===== config.mk =====
export PLATFORM = sky130hd
export DESIGN_NAME = lcu_core
export DESIGN_NICKNAME = d
export VERILOG_FILES = /design/src/lcu_pkg.sv /design/src/lcu_rx_if.sv /design/src/lcu_clksel.sv /design/src/lcu_core.sv /design/src/lcu_rx.sv
export VERILOG_INCLUDE_DIRS = /design/src
export SDC_FILE = /design/constraint.sdc
export NUM_CORES = 1
export LEC_CHECK = 0
export ABC_CLOCK_PERIOD_IN_PS = 4040
export BUFFER_PORTS_ARGS = -buffer_cell sky130_fd_sc_hd__buf_2
export CAP_MARGIN = 0
export CORE_MARGIN = 2
export CORE_UTILIZATION = 50
export DETAILED_ROUTE_END_ITERATION = 16
export GPL_ROUTABILITY_DRIVEN = 0
export PLACE_DENSITY = 0.72
export SKIP_CTS_REPAIR_TIMING = 1
export SLEW_MARGIN = 10
export SYNTH_ARGS = -nofsm -noshare
export SYNTH_HDL_FRONTEND = slang
export SYNTH_SLANG_ARGS = --single-unit

===== constraint.sdc =====
create_clock -name aclk -period 4.04 [get_ports aclk]
set_input_delay 0.404 -clock aclk [delete_from_list [all_inputs] [get_ports aclk]]
set_output_delay 0.404 -clock aclk [all_outputs]
set_load 0.01 [all_outputs]

===== src/lcu_params.svh =====
// Purpose: constants for the serial unit
// Assumes: included by bare name
// Notes: byte offsets on the register bus
`ifndef LCU_PARAMS_SVH
`define LCU_PARAMS_SVH
`define LCU_OFF_CTRL 8'h00
`define LCU_OFF_CLKSEL 8'h04
`define LCU_OFF_BAUD 8'h08
`define LCU_OFF_BRKLEN 8'h0c
`define LCU_OFF_TXH 8'h10
`define LCU_OFF_RXH 8'h14
`define LCU_OFF_STAT 8'h18
`define LCU_OFF_CMD 8'h1c
`define LCU_OFF_ROUTE 8'h20
`define LCU_CTRL_RST 8'h10
`define LCU_BAUD_RST 8'h10
`define LCU_HOLD_RST 8'hff
`define LCU_B_POWER 7
`define LCU_B_TXE 6
`define LCU_B_RXE 5
`define LCU_B_LEN8 4
`define LCU_B_MSB 3
`define LCU_B_INV 2
`define LCU_B_CMD_SBF 0
`define LCU_B_CMD_ARM 1
`define LCU_B_WAKE 0
`define LCU_B_CAPT 1
`define LCU_SBF_BASE 5'd13
`define LCU_BRK_MIN 4'd11
`define LCU_GAP_TICKS 2'd2
`define LCU_LAST8 4'd7
`define LCU_LAST7 4'd6
`define LCU_SRC_LAST 4'd11
`define LCU_RESP_OK 2'b00
`define LCU_RESP_ERR 2'b10
`endif


===== src/lcu_pkg.sv =====
// Purpose: shared types of the serial unit
// Assumes: nothing
// Notes: binary state codes
package lcu_pkg;
  typedef enum logic [2:0] {
    LCU_TX_IDLE = 3'b000,
    LCU_TX_START = 3'b001,
    LCU_TX_DATA = 3'b010,
    LCU_TX_STOP = 3'b011,
    LCU_TX_GAP = 3'b100,
    LCU_TX_BRK = 3'b101
  } lcu_tx_state_t;
  typedef enum logic [2:0] {
    LCU_RX_IDLE = 3'b000,
    LCU_RX_START = 3'b001,
    LCU_RX_DATA = 3'b010,
    LCU_RX_STOP = 3'b011,
    LCU_RX_BRK = 3'b100
  } lcu_rx_state_t;
  typedef logic [7:0] lcu_byte_t;
endpackage : lcu_pkg


===== src/lcu_rx_if.sv =====
// Purpose: carrier between core and receiver
// Assumes: one clock
// Notes: none
`timescale 1ns/1ps
`default_nettype none
interface lcu_rx_if;
  logic base_en;
  logic [7:0] div_k;
  logic run;
  logic len8;
  logic msb_first;
  logic brk_arm;
  logic rx_line;
  logic done;
  logic [7:0] data;
  logic frame_err;
  logic brk_ok;
  logic brk_err;
  logic brk_mode;
  modport core (output base_en, div_k, run, len8, msb_first, brk_arm, rx_line,
                input done, data, frame_err, brk_ok, brk_err, brk_mode);
  modport rx (input base_en, div_k, run, len8, msb_first, brk_arm, rx_line,
              output done, data, frame_err, brk_ok, brk_err, brk_mode);
endinterface : lcu_rx_if
`default_nettype wire


===== src/lcu_clksel.sv =====
// Purpose: operating clock source select
// Assumes: sel above last source clamps
// Notes: source n ticks every 2**n cycles
`timescale 1ns/1ps
`default_nettype none
`include "lcu_params.svh"
module lcu_clksel (
  // clock and reset
  input wire logic aclk,
  input wire logic aresetn,
  // control
  input wire logic run,
  input wire logic [3:0] sel,
  // tick
  output logic base_en
);
  logic [10:0] pre;
  logic [10:0] mask;
  logic [3:0] sel_c;
  assign sel_c = (sel > `LCU_SRC_LAST) ? `LCU_SRC_LAST : sel;
  genvar i;
  generate
    for (i = 0; i < 11; i++)
    begin : g_mask
      assign mask[i] = (4'(i) < sel_c);
    end
  endgenerate
  always_ff @(posedge aclk)
  begin
    if (!aresetn || !run)
    begin
      pre <= 11'h000;
      base_en <= 1'b0;
    end
    else
    begin
      pre <= pre + 11'h001;
      base_en <= ((pre & mask) == mask);
    end
  end
endmodule : lcu_clksel
`default_nettype wire


===== src/lcu_core.sv =====
// Purpose: serial unit with break support, AXI4-Lite registers
// Assumes: one clock, synchronous active-low reset
// Notes: pins sampled as synchronous
//
// Our own choices: register access over AXI4-Lite and the register addresses.
`timescale 1ns/1ps
`default_nettype none
`include "lcu_params.svh"
module lcu_core (
  // clock and reset
  input wire logic aclk,
  input wire logic aresetn,
  // axi4-lite write
  input wire logic [7:0] s_axi_awaddr,
  input wire logic s_axi_awvalid,
  output logic s_axi_awready,
  input wire logic [31:0] s_axi_wdata,
  input wire logic [3:0] s_axi_wstrb,
  input wire logic s_axi_wvalid,
  output logic s_axi_wready,
  output logic [1:0] s_axi_bresp,
  output logic s_axi_bvalid,
  input wire logic s_axi_bready,
  // axi4-lite read
  input wire logic [7:0] s_axi_araddr,
  input wire logic s_axi_arvalid,
  output logic s_axi_arready,
  output lcu_pkg::lcu_byte_t s_axi_rdata_lo,
  output logic [1:0] s_axi_rresp,
  output logic s_axi_rvalid,
  input wire logic s_axi_rready,
  // serial pins
  output logic serial_tx_out,
  input wire logic serial_rx_in,
  // routed inputs
  input wire logic wakeup_pin_in,
  input wire logic capture_pin_in,
  output logic ext_wakeup_irq,
  output logic capture_timer_input,
  // events
  output logic tx_complete_irq,
  output logic break_irq
);
  import lcu_pkg::*;

  // ****************************************
  // registers and bus
  // ****************************************
  logic [7:0] ctrl;
  logic [3:0] clk_sel;
  logic [7:0] baud_divider_ctrl;
  logic [2:0] brk_len;
  logic [7:0] transmit_holding;
  logic txh_full;
  logic [7:0] receive_holding;
  logic rxh_full;
  logic overrun_flag;
  logic framing_err_flag;
  logic break_flag;
  logic break_err;
  logic [1:0] route;
  logic sbf_req;
  logic aw_got;
  logic w_got;
  logic [7:0] waddr;
  logic [7:0] wdata;
  logic wstrb0;
  lcu_rx_if rif ();

  wire unit_power_enable = ctrl[`LCU_B_POWER];
  wire transmit_enable_bit = ctrl[`LCU_B_TXE];
  wire receive_enable_bit = ctrl[`LCU_B_RXE];
  wire tx_run = unit_power_enable && transmit_enable_bit;
  wire rx_run = unit_power_enable && receive_enable_bit;
  wire len8 = ctrl[`LCU_B_LEN8];
  wire msb_first = ctrl[`LCU_B_MSB];

  wire aw_take = s_axi_awvalid && s_axi_awready;
  wire w_take = s_axi_wvalid && s_axi_wready;
  wire ar_take = s_axi_arvalid && s_axi_arready;
  wire wr_fire = aw_got && w_got && !s_axi_bvalid;
  wire next_aw_got = aw_take || (aw_got && !wr_fire);
  wire next_w_got = w_take || (w_got && !wr_fire);
  wire next_bvalid = wr_fire || (s_axi_bvalid && !s_axi_bready);
  wire next_rvalid = ar_take || (s_axi_rvalid && !s_axi_rready);
  wire wr_en = wr_fire && wstrb0;
  wire wr_ctrl = wr_en && (waddr == `LCU_OFF_CTRL);
  wire wr_clk = wr_en && (waddr == `LCU_OFF_CLKSEL);
  wire wr_baud = wr_en && (waddr == `LCU_OFF_BAUD);
  wire wr_brk = wr_en && (waddr == `LCU_OFF_BRKLEN);
  wire wr_txh = wr_en && (waddr == `LCU_OFF_TXH);
  wire wr_stat = wr_en && (waddr == `LCU_OFF_STAT);
  wire wr_cmd = wr_en && (waddr == `LCU_OFF_CMD);
  wire wr_route = wr_en && (waddr == `LCU_OFF_ROUTE);
  wire rd_rxh = ar_take && (s_axi_araddr == `LCU_OFF_RXH);
  wire w_map = (waddr <= `LCU_OFF_ROUTE) && (waddr[1:0] == 2'b00);
  wire r_map = (s_axi_araddr <= `LCU_OFF_ROUTE) && (s_axi_araddr[1:0] == 2'b00);

  // ****************************************
  // transmitter
  // ****************************************
  lcu_tx_state_t tx_state;
  logic [7:0] tx_cnt;
  logic [4:0] tx_bits;
  logic [1:0] gap_cnt;
  logic [7:0] tx_shift;
  logic tx_line;
  logic base_en;
  wire tx_bit_end = base_en && (tx_cnt == baud_divider_ctrl - 8'h01);
  wire [4:0] data_last = {1'b0, len8 ? `LCU_LAST8 : `LCU_LAST7};
  wire [4:0] brk_last = `LCU_SBF_BASE + {2'b00, brk_len} - 5'd1;
  wire tx_msb_bit = len8 ? tx_shift[7] : tx_shift[6];
  wire tx_bit = msb_first ? tx_msb_bit : tx_shift[0];
  wire [7:0] tx_next_shift = msb_first ? {tx_shift[6:0], 1'b1} : {1'b1, tx_shift[7:1]};
  wire tx_load = (tx_state == LCU_TX_IDLE && base_en && txh_full && !sbf_req) ||
                 (tx_state == LCU_TX_GAP && base_en && gap_cnt == `LCU_GAP_TICKS - 2'd1);
  wire tx_done = (tx_state == LCU_TX_STOP) && tx_bit_end;

  lcu_clksel u_clksel (
    .aclk(aclk),
    .aresetn(aresetn),
    .run(unit_power_enable),
    .sel(clk_sel),
    .base_en(base_en)
  );

  // state cleared while power or transmit enable is off
  always_ff @(posedge aclk)
  begin
    if (!aresetn || !tx_run)
    begin
      tx_state <= LCU_TX_IDLE;
      tx_cnt <= 8'h00;
      tx_bits <= 5'd0;
      gap_cnt <= 2'd0;
      tx_shift <= `LCU_HOLD_RST;
      tx_line <= 1'b1;
    end
    else
    begin
      if (base_en)
        tx_cnt <= tx_bit_end ? 8'h00 : tx_cnt + 8'h01;
      case (tx_state)
        LCU_TX_IDLE:
        begin
          tx_cnt <= 8'h00;
          tx_bits <= 5'd0;
          // start on a base tick, whole first bit
          if (sbf_req && base_en)
          begin
            tx_state <= LCU_TX_BRK;
            tx_line <= 1'b0;
          end
          else if (tx_load)
          begin
            tx_state <= LCU_TX_START;
            tx_shift <= transmit_holding;
            tx_line <= 1'b0;
          end
        end
        LCU_TX_START:
          if (tx_bit_end)
          begin
            tx_state <= LCU_TX_DATA;
            tx_line <= tx_bit;
          end
        LCU_TX_DATA:
          if (tx_bit_end)
          begin
            tx_shift <= tx_next_shift;
            tx_bits <= tx_bits + 5'd1;
            tx_line <= (tx_bits == data_last) ? 1'b1 : (msb_first ?
                       (len8 ? tx_shift[6] : tx_shift[5]) : tx_shift[1]);
            if (tx_bits == data_last)
              tx_state <= LCU_TX_STOP;
          end
        LCU_TX_BRK:
          if (tx_bit_end)
          begin
            tx_bits <= tx_bits + 5'd1;
            if (tx_bits == brk_last)
            begin
              tx_state <= LCU_TX_STOP;
              tx_line <= 1'b1;
            end
          end
        LCU_TX_STOP:
          if (tx_bit_end)
          begin
            tx_bits <= 5'd0;
            gap_cnt <= 2'd0;
            tx_state <= txh_full ? LCU_TX_GAP : LCU_TX_IDLE;
          end
        LCU_TX_GAP:
          if (base_en)
          begin
            gap_cnt <= gap_cnt + 2'd1;
            if (tx_load)
            begin
              tx_state <= LCU_TX_START;
              tx_shift <= transmit_holding;
              tx_line <= 1'b0;
              tx_cnt <= 8'h00;
            end
          end
        default: tx_state <= LCU_TX_IDLE;
      endcase
    end
  end

  // ****************************************
  // receiver link
  // ****************************************
  assign rif.base_en = base_en;
  assign rif.div_k = baud_divider_ctrl;
  assign rif.run = rx_run;
  assign rif.len8 = len8;
  assign rif.msb_first = msb_first;
  assign rif.brk_arm = wr_cmd && wdata[`LCU_B_CMD_ARM];
  assign rif.rx_line = unit_power_enable ? serial_rx_in : 1'b1;

  lcu_rx u_rx (
    .aclk(aclk),
    .aresetn(aresetn),
    .rif(rif)
  );

  wire rx_over = rif.done && rxh_full;
  wire rx_xfer = rif.done && !rxh_full;

  // ****************************************
  // register writes
  // ****************************************
  always_ff @(posedge aclk)
  begin
    if (!aresetn)
    begin
      ctrl <= `LCU_CTRL_RST;
      clk_sel <= 4'h0;
      baud_divider_ctrl <= `LCU_BAUD_RST;
      brk_len <= 3'd0;
      route <= 2'b00;
    end
    else
    begin
      if (wr_ctrl)
        ctrl <= {wdata[7:2], 2'b00};
      if (wr_clk)
        clk_sel <= wdata[3:0];
      if (wr_baud)
        baud_divider_ctrl <= wdata;
      if (wr_brk)
        brk_len <= wdata[2:0];
      if (wr_route)
        route <= wdata[1:0];
    end
  end

  always_ff @(posedge aclk)
  begin
    if (!aresetn || !tx_run)
    begin
      txh_full <= 1'b0;
      sbf_req <= 1'b0;
    end
    else
    begin
      if (wr_txh)
        txh_full <= 1'b1;
      else if (tx_load)
        txh_full <= 1'b0;
      if (wr_cmd && wdata[`LCU_B_CMD_SBF])
        sbf_req <= 1'b1;
      else if (tx_state == LCU_TX_BRK)
        sbf_req <= 1'b0;
    end
  end

  always_ff @(posedge aclk)
  begin
    if (!aresetn)
      transmit_holding <= `LCU_HOLD_RST;
    else if (wr_txh)
      transmit_holding <= wdata;
  end

  always_ff @(posedge aclk)
  begin
    if (!aresetn || !unit_power_enable)
    begin
      receive_holding <= `LCU_HOLD_RST;
      rxh_full <= 1'b0;
    end
    else
    begin
      if (rx_xfer)
        receive_holding <= rif.data;
      if (rx_xfer)
        rxh_full <= 1'b1;
      else if (rd_rxh)
        rxh_full <= 1'b0;
    end
  end

  // status bits: write one clears, a new event wins
  always_ff @(posedge aclk)
  begin
    if (!aresetn || !unit_power_enable)
    begin
      overrun_flag <= 1'b0;
      framing_err_flag <= 1'b0;
      break_flag <= 1'b0;
      break_err <= 1'b0;
    end
    else
    begin
      overrun_flag <= rx_over || (overrun_flag && !(wr_stat && wdata[0]));
      framing_err_flag <= (rx_xfer && rif.frame_err) || (framing_err_flag && !(wr_stat && wdata[1]));
      break_flag <= rif.brk_ok || (break_flag && !(wr_stat && wdata[2]));
      break_err <= rif.brk_err || (break_err && !(wr_stat && wdata[3]));
    end
  end

  // ****************************************
  // outputs
  // ****************************************
  always_ff @(posedge aclk)
  begin
    if (!aresetn)
    begin
      serial_tx_out <= 1'b1;
      tx_complete_irq <= 1'b0;
      break_irq <= 1'b0;
      ext_wakeup_irq <= 1'b1;
      capture_timer_input <= 1'b1;
    end
    else
    begin
      serial_tx_out <= unit_power_enable ? (tx_line ^ ctrl[`LCU_B_INV]) : 1'b1;
      tx_complete_irq <= tx_done;
      break_irq <= rif.brk_ok;
      ext_wakeup_irq <= route[`LCU_B_WAKE] ? serial_rx_in : wakeup_pin_in;
      capture_timer_input <= route[`LCU_B_CAPT] ? serial_rx_in : capture_pin_in;
    end
  end

  // ****************************************
  // bus handshake
  // ****************************************
  wire [7:0] stat = {rif.brk_mode, rxh_full, tx_state != LCU_TX_IDLE, txh_full,
                     break_err, break_flag, framing_err_flag, overrun_flag};
  wire [7:0] rd_sel =
    (s_axi_araddr == `LCU_OFF_CTRL) ? ctrl :
    (s_axi_araddr == `LCU_OFF_CLKSEL) ? {4'h0, clk_sel} :
    (s_axi_araddr == `LCU_OFF_BAUD) ? baud_divider_ctrl :
    (s_axi_araddr == `LCU_OFF_BRKLEN) ? {5'h00, brk_len} :
    (s_axi_araddr == `LCU_OFF_TXH) ? transmit_holding :
    (s_axi_araddr == `LCU_OFF_RXH) ? receive_holding :
    (s_axi_araddr == `LCU_OFF_STAT) ? stat :
    (s_axi_araddr == `LCU_OFF_ROUTE) ? {6'h00, route} : 8'h00;

  always_ff @(posedge aclk)
  begin
    if (!aresetn)
    begin
      aw_got <= 1'b0;
      w_got <= 1'b0;
      s_axi_awready <= 1'b0;
      s_axi_wready <= 1'b0;
      s_axi_bvalid <= 1'b0;
      s_axi_bresp <= `LCU_RESP_OK;
    end
    else
    begin
      aw_got <= next_aw_got;
      w_got <= next_w_got;
      s_axi_awready <= !next_aw_got && !next_bvalid;
      s_axi_wready <= !next_w_got && !next_bvalid;
      s_axi_bvalid <= next_bvalid;
      if (wr_fire)
        s_axi_bresp <= w_map ? `LCU_RESP_OK : `LCU_RESP_ERR;
    end
  end

  always_ff @(posedge aclk)
  begin
    if (!aresetn)
    begin
      waddr <= 8'h00;
      wdata <= 8'h00;
      wstrb0 <= 1'b0;
    end
    else
    begin
      if (aw_take)
        waddr <= s_axi_awaddr;
      if (w_take)
        wdata <= s_axi_wdata[7:0];
      if (w_take)
        wstrb0 <= s_axi_wstrb[0];
    end
  end

  always_ff @(posedge aclk)
  begin
    if (!aresetn)
    begin
      s_axi_arready <= 1'b0;
      s_axi_rvalid <= 1'b0;
      s_axi_rdata_lo <= 8'h00;
      s_axi_rresp <= `LCU_RESP_OK;
    end
    else
    begin
      s_axi_arready <= !next_rvalid;
      s_axi_rvalid <= next_rvalid;
      if (ar_take)
      begin
        s_axi_rdata_lo <= rd_sel;
        s_axi_rresp <= r_map ? `LCU_RESP_OK : `LCU_RESP_ERR;
      end
    end
  end
endmodule : lcu_core
`default_nettype wire


===== src/lcu_rx.sv =====
// Purpose: serial receiver with break detection
// Assumes: bit time of div_k base ticks
// Notes: samples mid-bit
`timescale 1ns/1ps
`default_nettype none
`include "lcu_params.svh"
module lcu_rx (
  // clock and reset
  input wire logic aclk,
  input wire logic aresetn,
  // core side
  lcu_rx_if.rx rif
);
  import lcu_pkg::*;
  lcu_rx_state_t state;
  logic [7:0] cnt;
  logic [3:0] bits;
  logic [3:0] low_bits;
  logic [7:0] receive_shifter;
  wire [7:0] half = {1'b0, rif.div_k[7:1]};
  wire [7:0] k_last = rif.div_k - 8'h01;
  wire [3:0] last = rif.len8 ? `LCU_LAST8 : `LCU_LAST7;
  wire bit_end = rif.base_en && (cnt == k_last);
  wire [7:0] shl = {receive_shifter[6:0], rif.rx_line};
  wire [7:0] shr = {rif.rx_line, receive_shifter[7:1]};
  wire [7:0] shifted = rif.msb_first ? shl : shr;
  wire [7:0] asm7 = rif.msb_first ? {receive_shifter[6:0], 1'b0} : {1'b0, receive_shifter[7:1]};
  wire [7:0] assembled = rif.len8 ? receive_shifter : asm7;
  wire brk_good = (low_bits >= `LCU_BRK_MIN);
  always_ff @(posedge aclk)
  begin
    rif.done <= 1'b0;
    rif.brk_ok <= 1'b0;
    rif.brk_err <= 1'b0;
    if (!aresetn || !rif.run)
    begin
      state <= LCU_RX_IDLE;
      cnt <= 8'h00;
      bits <= 4'h0;
      low_bits <= 4'h0;
      receive_shifter <= `LCU_HOLD_RST;
      rif.brk_mode <= 1'b0;
      rif.data <= `LCU_HOLD_RST;
      rif.frame_err <= 1'b0;
    end
    else
    begin
      if (rif.brk_arm)
        rif.brk_mode <= 1'b1;
      if (rif.base_en)
        cnt <= bit_end ? 8'h00 : cnt + 8'h01;
      case (state)
        LCU_RX_IDLE:
        begin
          cnt <= 8'h00;
          bits <= 4'h0;
          low_bits <= 4'h0;
          if (!rif.rx_line)
            state <= rif.brk_mode ? LCU_RX_BRK : LCU_RX_START;
        end
        LCU_RX_START:
          if (rif.base_en && cnt == half)
          begin
            cnt <= 8'h00;
            state <= rif.rx_line ? LCU_RX_IDLE : LCU_RX_DATA;
          end
        LCU_RX_DATA:
          if (bit_end)
          begin
            receive_shifter <= shifted;
            bits <= bits + 4'h1;
            if (bits == last)
              state <= LCU_RX_STOP;
          end
        LCU_RX_STOP:
          if (bit_end)
          begin
            rif.done <= 1'b1;
            rif.data <= assembled;
            rif.frame_err <= !rif.rx_line;
            state <= LCU_RX_IDLE;
          end
        LCU_RX_BRK:
        begin
          receive_shifter <= `LCU_HOLD_RST;
          if (bit_end && low_bits != 4'hf)
            low_bits <= low_bits + 4'h1;
          if (rif.rx_line)
          begin
            rif.brk_ok <= brk_good;
            rif.brk_err <= !brk_good;
            rif.brk_mode <= !brk_good;
            state <= LCU_RX_IDLE;
          end
        end
        default: state <= LCU_RX_IDLE;
      endcase
    end
  end
endmodule : lcu_rx
`default_nettype wire


After elaboration in Yosys (flattened, before gate mapping). Index checks and enable logic that the tools add are counted.

Add/subtract/negate cells: 10. Multipliers: 0. Div/mod/pow operators: 0. Order comparisons: 15. Equality and inequality tests: 48. Shift-type cells: 0. Multiplexer cells: 88. Bitwise operators: 5. Reductions and logical operators: 112.

Operators with widths (number): $mux 8 (23); $mux 3 (17); $logic_and 1x1->1 (49); $eq 8x5->1 const B (6); $pmux 8 s2 (3); $eq 8x4->1 const B (4); $mux 1 (26); $pmux 8 s3 (1); $logic_not 1->1 (20); $pmux 3 s6 (1); $add 8x1->8 const B (2); $eq 8x3->1 const B (2); $eq 8x6->1 const B (2); $eq 8x8->1 (2); $le 8x6->1 const B (2); $logic_not 8->1 (2); $lt 3x4->1 const A (4); $ne 2x1->1 const B (8); $ne 2x2->1 const B (8); $pmux 4 s2 (2); $pmux 3 s5 (1); $pmux 5 s3 (1); $reduce_bool 2->1 (7); $eq 3x2->1 const B (4); 41 further kinds (81).

Register bits after elaboration: 166. Bits in latches: 0. RAM bits: 0. Memory bits (read-only): 0. Output and inout port bits: 22. Logic and storage cells: 329. Memories kept: 0.

Depth between registers and ports, before layout.
Depth after elaboration: 9. Mapped depth: 11. Mapped depth without buffers: 9.

By module. Synthesis repeated with hierarchy kept, for this count alone.

Cells, all modules: 1029. Area, all modules: 8289.2 um^2.

By module, submodules not included: lcu_core (times used 1, cells an instance 685, area an instance 5390.2 um^2, sequential area each 2242.2 um^2); lcu_rx (times used 1, cells an instance 278, area an instance 2339.7 um^2, sequential area each 800.8 um^2); lcu_clksel (times used 1, cells an instance 66, area an instance 559.3 um^2, sequential area each 240.2 um^2).

Least setup slack after synthesis. OpenSTA, ideal clock, no wires.

Path type: reg-to-reg. Start point: register baud_divider_ctrl[1]. End point: register tx_line. Data arrival time: 2862 ps. Required time: 3918 ps. Path slack: 1056 ps. Stages on the path, launching flop included: 12. Clock period less this slack: 2984 ps. Path through: dfxtp_1 -> clkbuf_1 -> inv_1 -> ha_1 -> nor3b_1 -> xnor3_1 -> or3b_1 -> or4_1 -> clkbuf_1 -> a21oi_1 -> o21ai_0 -> a221o_1.

Cells in the longest elaborated chain, start to end: 5. Elaborated cells between the ends (all ways): 7. Classes of those cells: 1 x add/sub; 4 x eq/ne; 2 x reduce/logical.

Ends and longest elaborated chain: start, declared (RTL line lcu_core.sv:51) `logic [7:0] baud_divider_ctrl;`; start signal, assigned (RTL line lcu_core.sv:240) `` baud_divider_ctrl <= `LCU_BAUD_RST; ``; start signal, assigned (RTL line lcu_core.sv:251) `baud_divider_ctrl <= wdata;`; $sub 8x1->8 * (RTL line lcu_core.sv:109) `wire tx_bit_end = base_en && (tx_cnt == baud_divider_ctrl - 8'h01);`; $eq 8x8->1 * (RTL line lcu_core.sv:109); $logic_and 1x1->1 * (RTL line lcu_core.sv:109); $ne 2x2->1 (no source line); $reduce_and 6->1 (no source line) *; end signal, assigned (RTL line lcu_core.sv:165) `tx_line <= tx_bit;`; end signal, assigned (RTL line lcu_core.sv:172) `tx_line <= (tx_bits == data_last) ? 1'b1 : (msb_first ?`; end, declared (RTL line lcu_core.sv:107) `logic tx_line;`.

Mark *: on every way between the ends. The rest lies on a longest branch, timed or not. A chain may end at the register's enable or synchronous reset.

Worst setup path after layout.
Start point: register baud_divider_ctrl[0]. End point: register tx_bits[4].

Cells in the longest elaborated chain, start to end: 5. Elaborated cells between the ends (all ways): 6. Classes of those cells: 1 x add/sub; 3 x eq/ne; 2 x reduce/logical.

Ends and longest elaborated chain: $sub 8x1->8 * (RTL line lcu_core.sv:109); $eq 8x8->1 * (RTL line lcu_core.sv:109); $logic_and 1x1->1 * (RTL line lcu_core.sv:109); $ne 2x1->1 (no source line) / $ne 2x2->1 (equally long branches); $reduce_and 3->1 (no source line) *; end signal, assigned (RTL line lcu_core.sv:171) `tx_bits <= tx_bits + 5'd1;`; end signal, assigned (RTL line lcu_core.sv:180) `tx_bits <= tx_bits + 5'd1;`; end, declared (RTL line lcu_core.sv:104) `logic [4:0] tx_bits;`.

Marked as above.

==> run summary <==
The flow ran to the end, and the final reports show no timing, DRC or antenna violations. The fraction of final layout cells with drive strength greater than 1 came out at a little under an eighth. The instance count after placement with tap cells included is roughly 1200. The post-layout net count is 1057. In this design, the largest share of critical-path delay is due to simple AND/OR/NAND/NOR gates. Synthesis produced a netlist whose cell count is a little under 1000. For this run, the number of standard cells in the final layout without fillers is between 1000 and 1500. The antenna diode instance count is 0.

For this design the total switching power over the nets is between 700 and 800 µW. The internal power of the cells totals 2.66 mW. The first-pass iteration count of the detailed router came out at 6. Summing over every cut layer, the via total after detailed routing is between 6000 and 7000.

The setup skew after layout came out at ~0.0061 ns. STA puts the critical path data arrival time at 3.69 ns. The remaining routing DRC violations came out at 0. The cell depth of the worst min-delay path came out at 3. The delay of the slowest cell on the worst path came out at 0.67 ns. Input and output buffers added on the ports amount to 54.

The count of pins on the block boundary came out at 84. Traced cell by cell, the critical path runs through inv_1, ha_1, nor3b_1, xnor3_1, or3b_1, or4_1, nor3_1, o2111ai_1, mux2i_1. The largest individual stage delay along the critical path comes from the cell or4_1. The maximum net fanout on the critical path came out at 10. Among all cell types in the netlist, the one instantiated most often is dfxtp_1. The worst setup path is captured at a flip-flop.

For the finished layout, the period the worst path requires is ~3.4 ns. The critical path depth is 9. The maximum buffer depth of the clock tree is 2. Counting the fill cells in the layout gives about 1500.

The overall track demand over capacity in global routing came out at about a quarter. Across all setup checks in the final design, the least slack found is ~0.67 ns. In this run, the clock network consumes around 49% of the power. The detailed router finished its first iteration with 495 violations. The area added between synthesis and finish came out at 12.1%.

The share of the yosys chip area belonging to registers came out at 40.8%. The combined area of all synthesized cells came out at between 0.008 and 0.009 mm². The number of max-slew violations in the final report is 0. Across the run, the number of max-cap violations was 0.

The average cell area after synthesis came out at between 8 and 9 µm². In this run the horizontal extent of the chip is between 100 and 150 µm. The critical path is of the flip-flop to flip-flop type. IR analysis of the VDD net gives a maximum drop of 343 µV. The clock latency on the worst-skew pair is 0.43 ns. Per report_power, the sequential group accounts for between 40% and 50% of the total.

Measured against its own limit, the worst slew margin works out to around a quarter. The maximum clock frequency is a little under 0.3 GHz. Net switching is a little under a quarter of the power. The number of CTS-inserted buffers came out at 17. The library cell with the largest summed area after synthesis is dfxtp_1. The worst endpoint required time is 4.36 ns. The via count of the first global-routing pass came out at between 6000 and 7000. The final period utilization came out at 83.4%. Together, buffers and inverters on the worst path number 1. The die covers 0.0171 mm².

The count of synthesis-stage warnings from yosys came out at 0. The depth of the most critical reg-to-reg path is 9. In the synthesized netlist the async set-or-reset flop fraction comes to 0%. The total negative setup slack is 0 ns.

The cell at the root of the clock tree is clkbuf_16. The aggregate global routing overflow is 0. The sum of routed wire length over all layers is 19600 µm. The tree built by TritonCTS fans out to 164 sinks. The placement row count is 46. Counting flops and latches in the post-synthesis netlist gives 164. The number of H-tree branching levels is 4. The top-area cell type share of the netlist area came out at 40.8%. The actual transition at the worst max-transition pin is 1.14 ns. The post-detailed-route count of antenna-violating nets came out at 0. The tightest min-delay check is of the input pin to flip-flop type.

The initial cell density of the core is around 51%. The number of antenna violations at the first check in global routing was 0. The number of flops mapped to enable cells by yosys came out at 0.

The placed wire-length estimate came out at about 14000 µm. The dominant register cell in the synthesized netlist is dfxtp_1. Setup violations remaining at the end of the flow were counted as 0. The clock transition at the registers of the reported paths came out at roughly 0.070 ns.

Before CTS, the worst setup slack after placement is around 0.68 ns. Setup repair after global routing left no endpoint under its margin. The hold violation count in the final report is 0.

The floorplan die height is between 100 and 150 µm. The fraction of power consumed by combinational cells came out at 2.9%. In this run, distinct cell masters in the synthesized netlist total 77. STA classifies the critical path startpoint as a flip-flop. The CTS tree is yes.

The per-cell routed wire length came out at around 16 µm. The static leakage is 3.37 nW. By area the synthesized netlist is led by dfxtp_1 41%, mux2i_1 7.5%, nand2_1 6.9%. The core area came out at ~0.016 mm². The total power divided by cell area is 383 mW/mm². Entering global routing, the biggest net connects 47 pins. The via count normalized by instance count came out at 5.72.

The wire length of the first global-routing pass is roughly 33000 µm. By count the netlist is led by 164 x dfxtp_1, 148 x nand2_1, 99 x nor2_1.
==> per-stage QoR <==
stage,instance area [µm²],hold WS (ns),util [%],power (mW)
CTS,9010,0.176,57.1,3.47
floorplan,8040,0.413,-,1.75
global placement,8390,0.421,53.2,1.79
global route,9010,0.196,57.1,3.54
finish,9010,0.185,57.1,3.45
detailed placement,8390,0.437,53.2,1.79
==> path summary, 6_finish.rpt <==
path,start,endpoint,slack (ns)
worst min register to register,u_rx.rif.brk_err,break_err,0.45
worst max-delay path,baud_divider_ctrl[0],tx_bits[4],0.67
worst max register to register,baud_divider_ctrl[0],tx_bits[4],0.67
worst min-delay path,capture_pin_in,capture_timer_input,0.18
==> per-layer routing <==
layer	vias up	track usage, %	routed length (µm)	part of all wire [%]
met5	-	0	0	0
met3	28	3.95	1040	5.3
met2	174	38.0	9030	46
met1	3294	34.0	9240	47
li1	3463	-	-	-
met4	0	8.32	321	1.6
==> layout by cell type, fill, tap and decap left out, types with 11 or more instances in the layout <==
master / count
dfxtp_1: 164
nand2_1: 148
nor2_1: 99
a21oi_1: 64
mux2i_1: 60
buf_2: 54
o21ai_0: 43
nand3_1: 35
nor3_1: 28
xor2_1: 28
xnor2_1: 24
nand2b_1: 19
o211ai_1: 17
clkbuf_16: 17
inv_1: 12
nand4_1: 11
a31oi_1: 11
==> power groups by stage <==
stage	clock network, mW	registers (mW)	logic, mW
final	1.69	1.66	0.0994
after global placement	0	1.69	0.0968
after global routing	1.77	1.66	0.112
after CTS	1.72	1.66	0.0991
after detailed placement	0	1.69	0.0986
after floorplan	0	1.69	0.0582
==> kinds of logic (layout without fill, tap and decap cells) <==
family	after synthesis	in the layout	synth area share (%)
mux	69	69	8.78
buf+inv	76	108	3.88
fa+ha+maj	9	9	1.37
other cells	1	2	0.0467
simple gates	407	407	24.1
flops	164	164	40.8
compound gates	188	188	15.0
xor+xnor	53	53	5.95
==> worst reg2reg max path, cell delays in order, from the launching register on <==
cell and delay [ns]:
dfxtp_1 0.43, inv_1 0.10, ha_1 0.28, nor3b_1 0.39, xnor3_1 0.19, or3b_1 0.38, or4_1 0.67, nor3_1 0.46
o2111ai_1 0.22, mux2i_1 0.15
==> registers in the layout (all words and copies together) (netlist names), 5 cells and up <==
register	flops
u_clksel.pre	11
baud_divider_ctrl	8
receive_holding	8
s_axi_rdata_lo	8
transmit_holding	8
tx_cnt	8
tx_shift	8
u_rx.cnt	8
u_rx.receive_shifter	8
u_rx.rif.data	8
waddr	8
wdata	8
ctrl	6
tx_bits	5
==> area by class of cell <==
class	count	area, µm²	share of cell area (%)
inverter	13	48.8	0.542
timing repair buffer	63	338	3.75
multi-input combinational	728	4450	49.4
sequential	164	3280	36.4
tap	216	270	3.00
clock inverter	15	195	2.17
clock buffer	17	425	4.72
(Power assumes the default switching activity.)
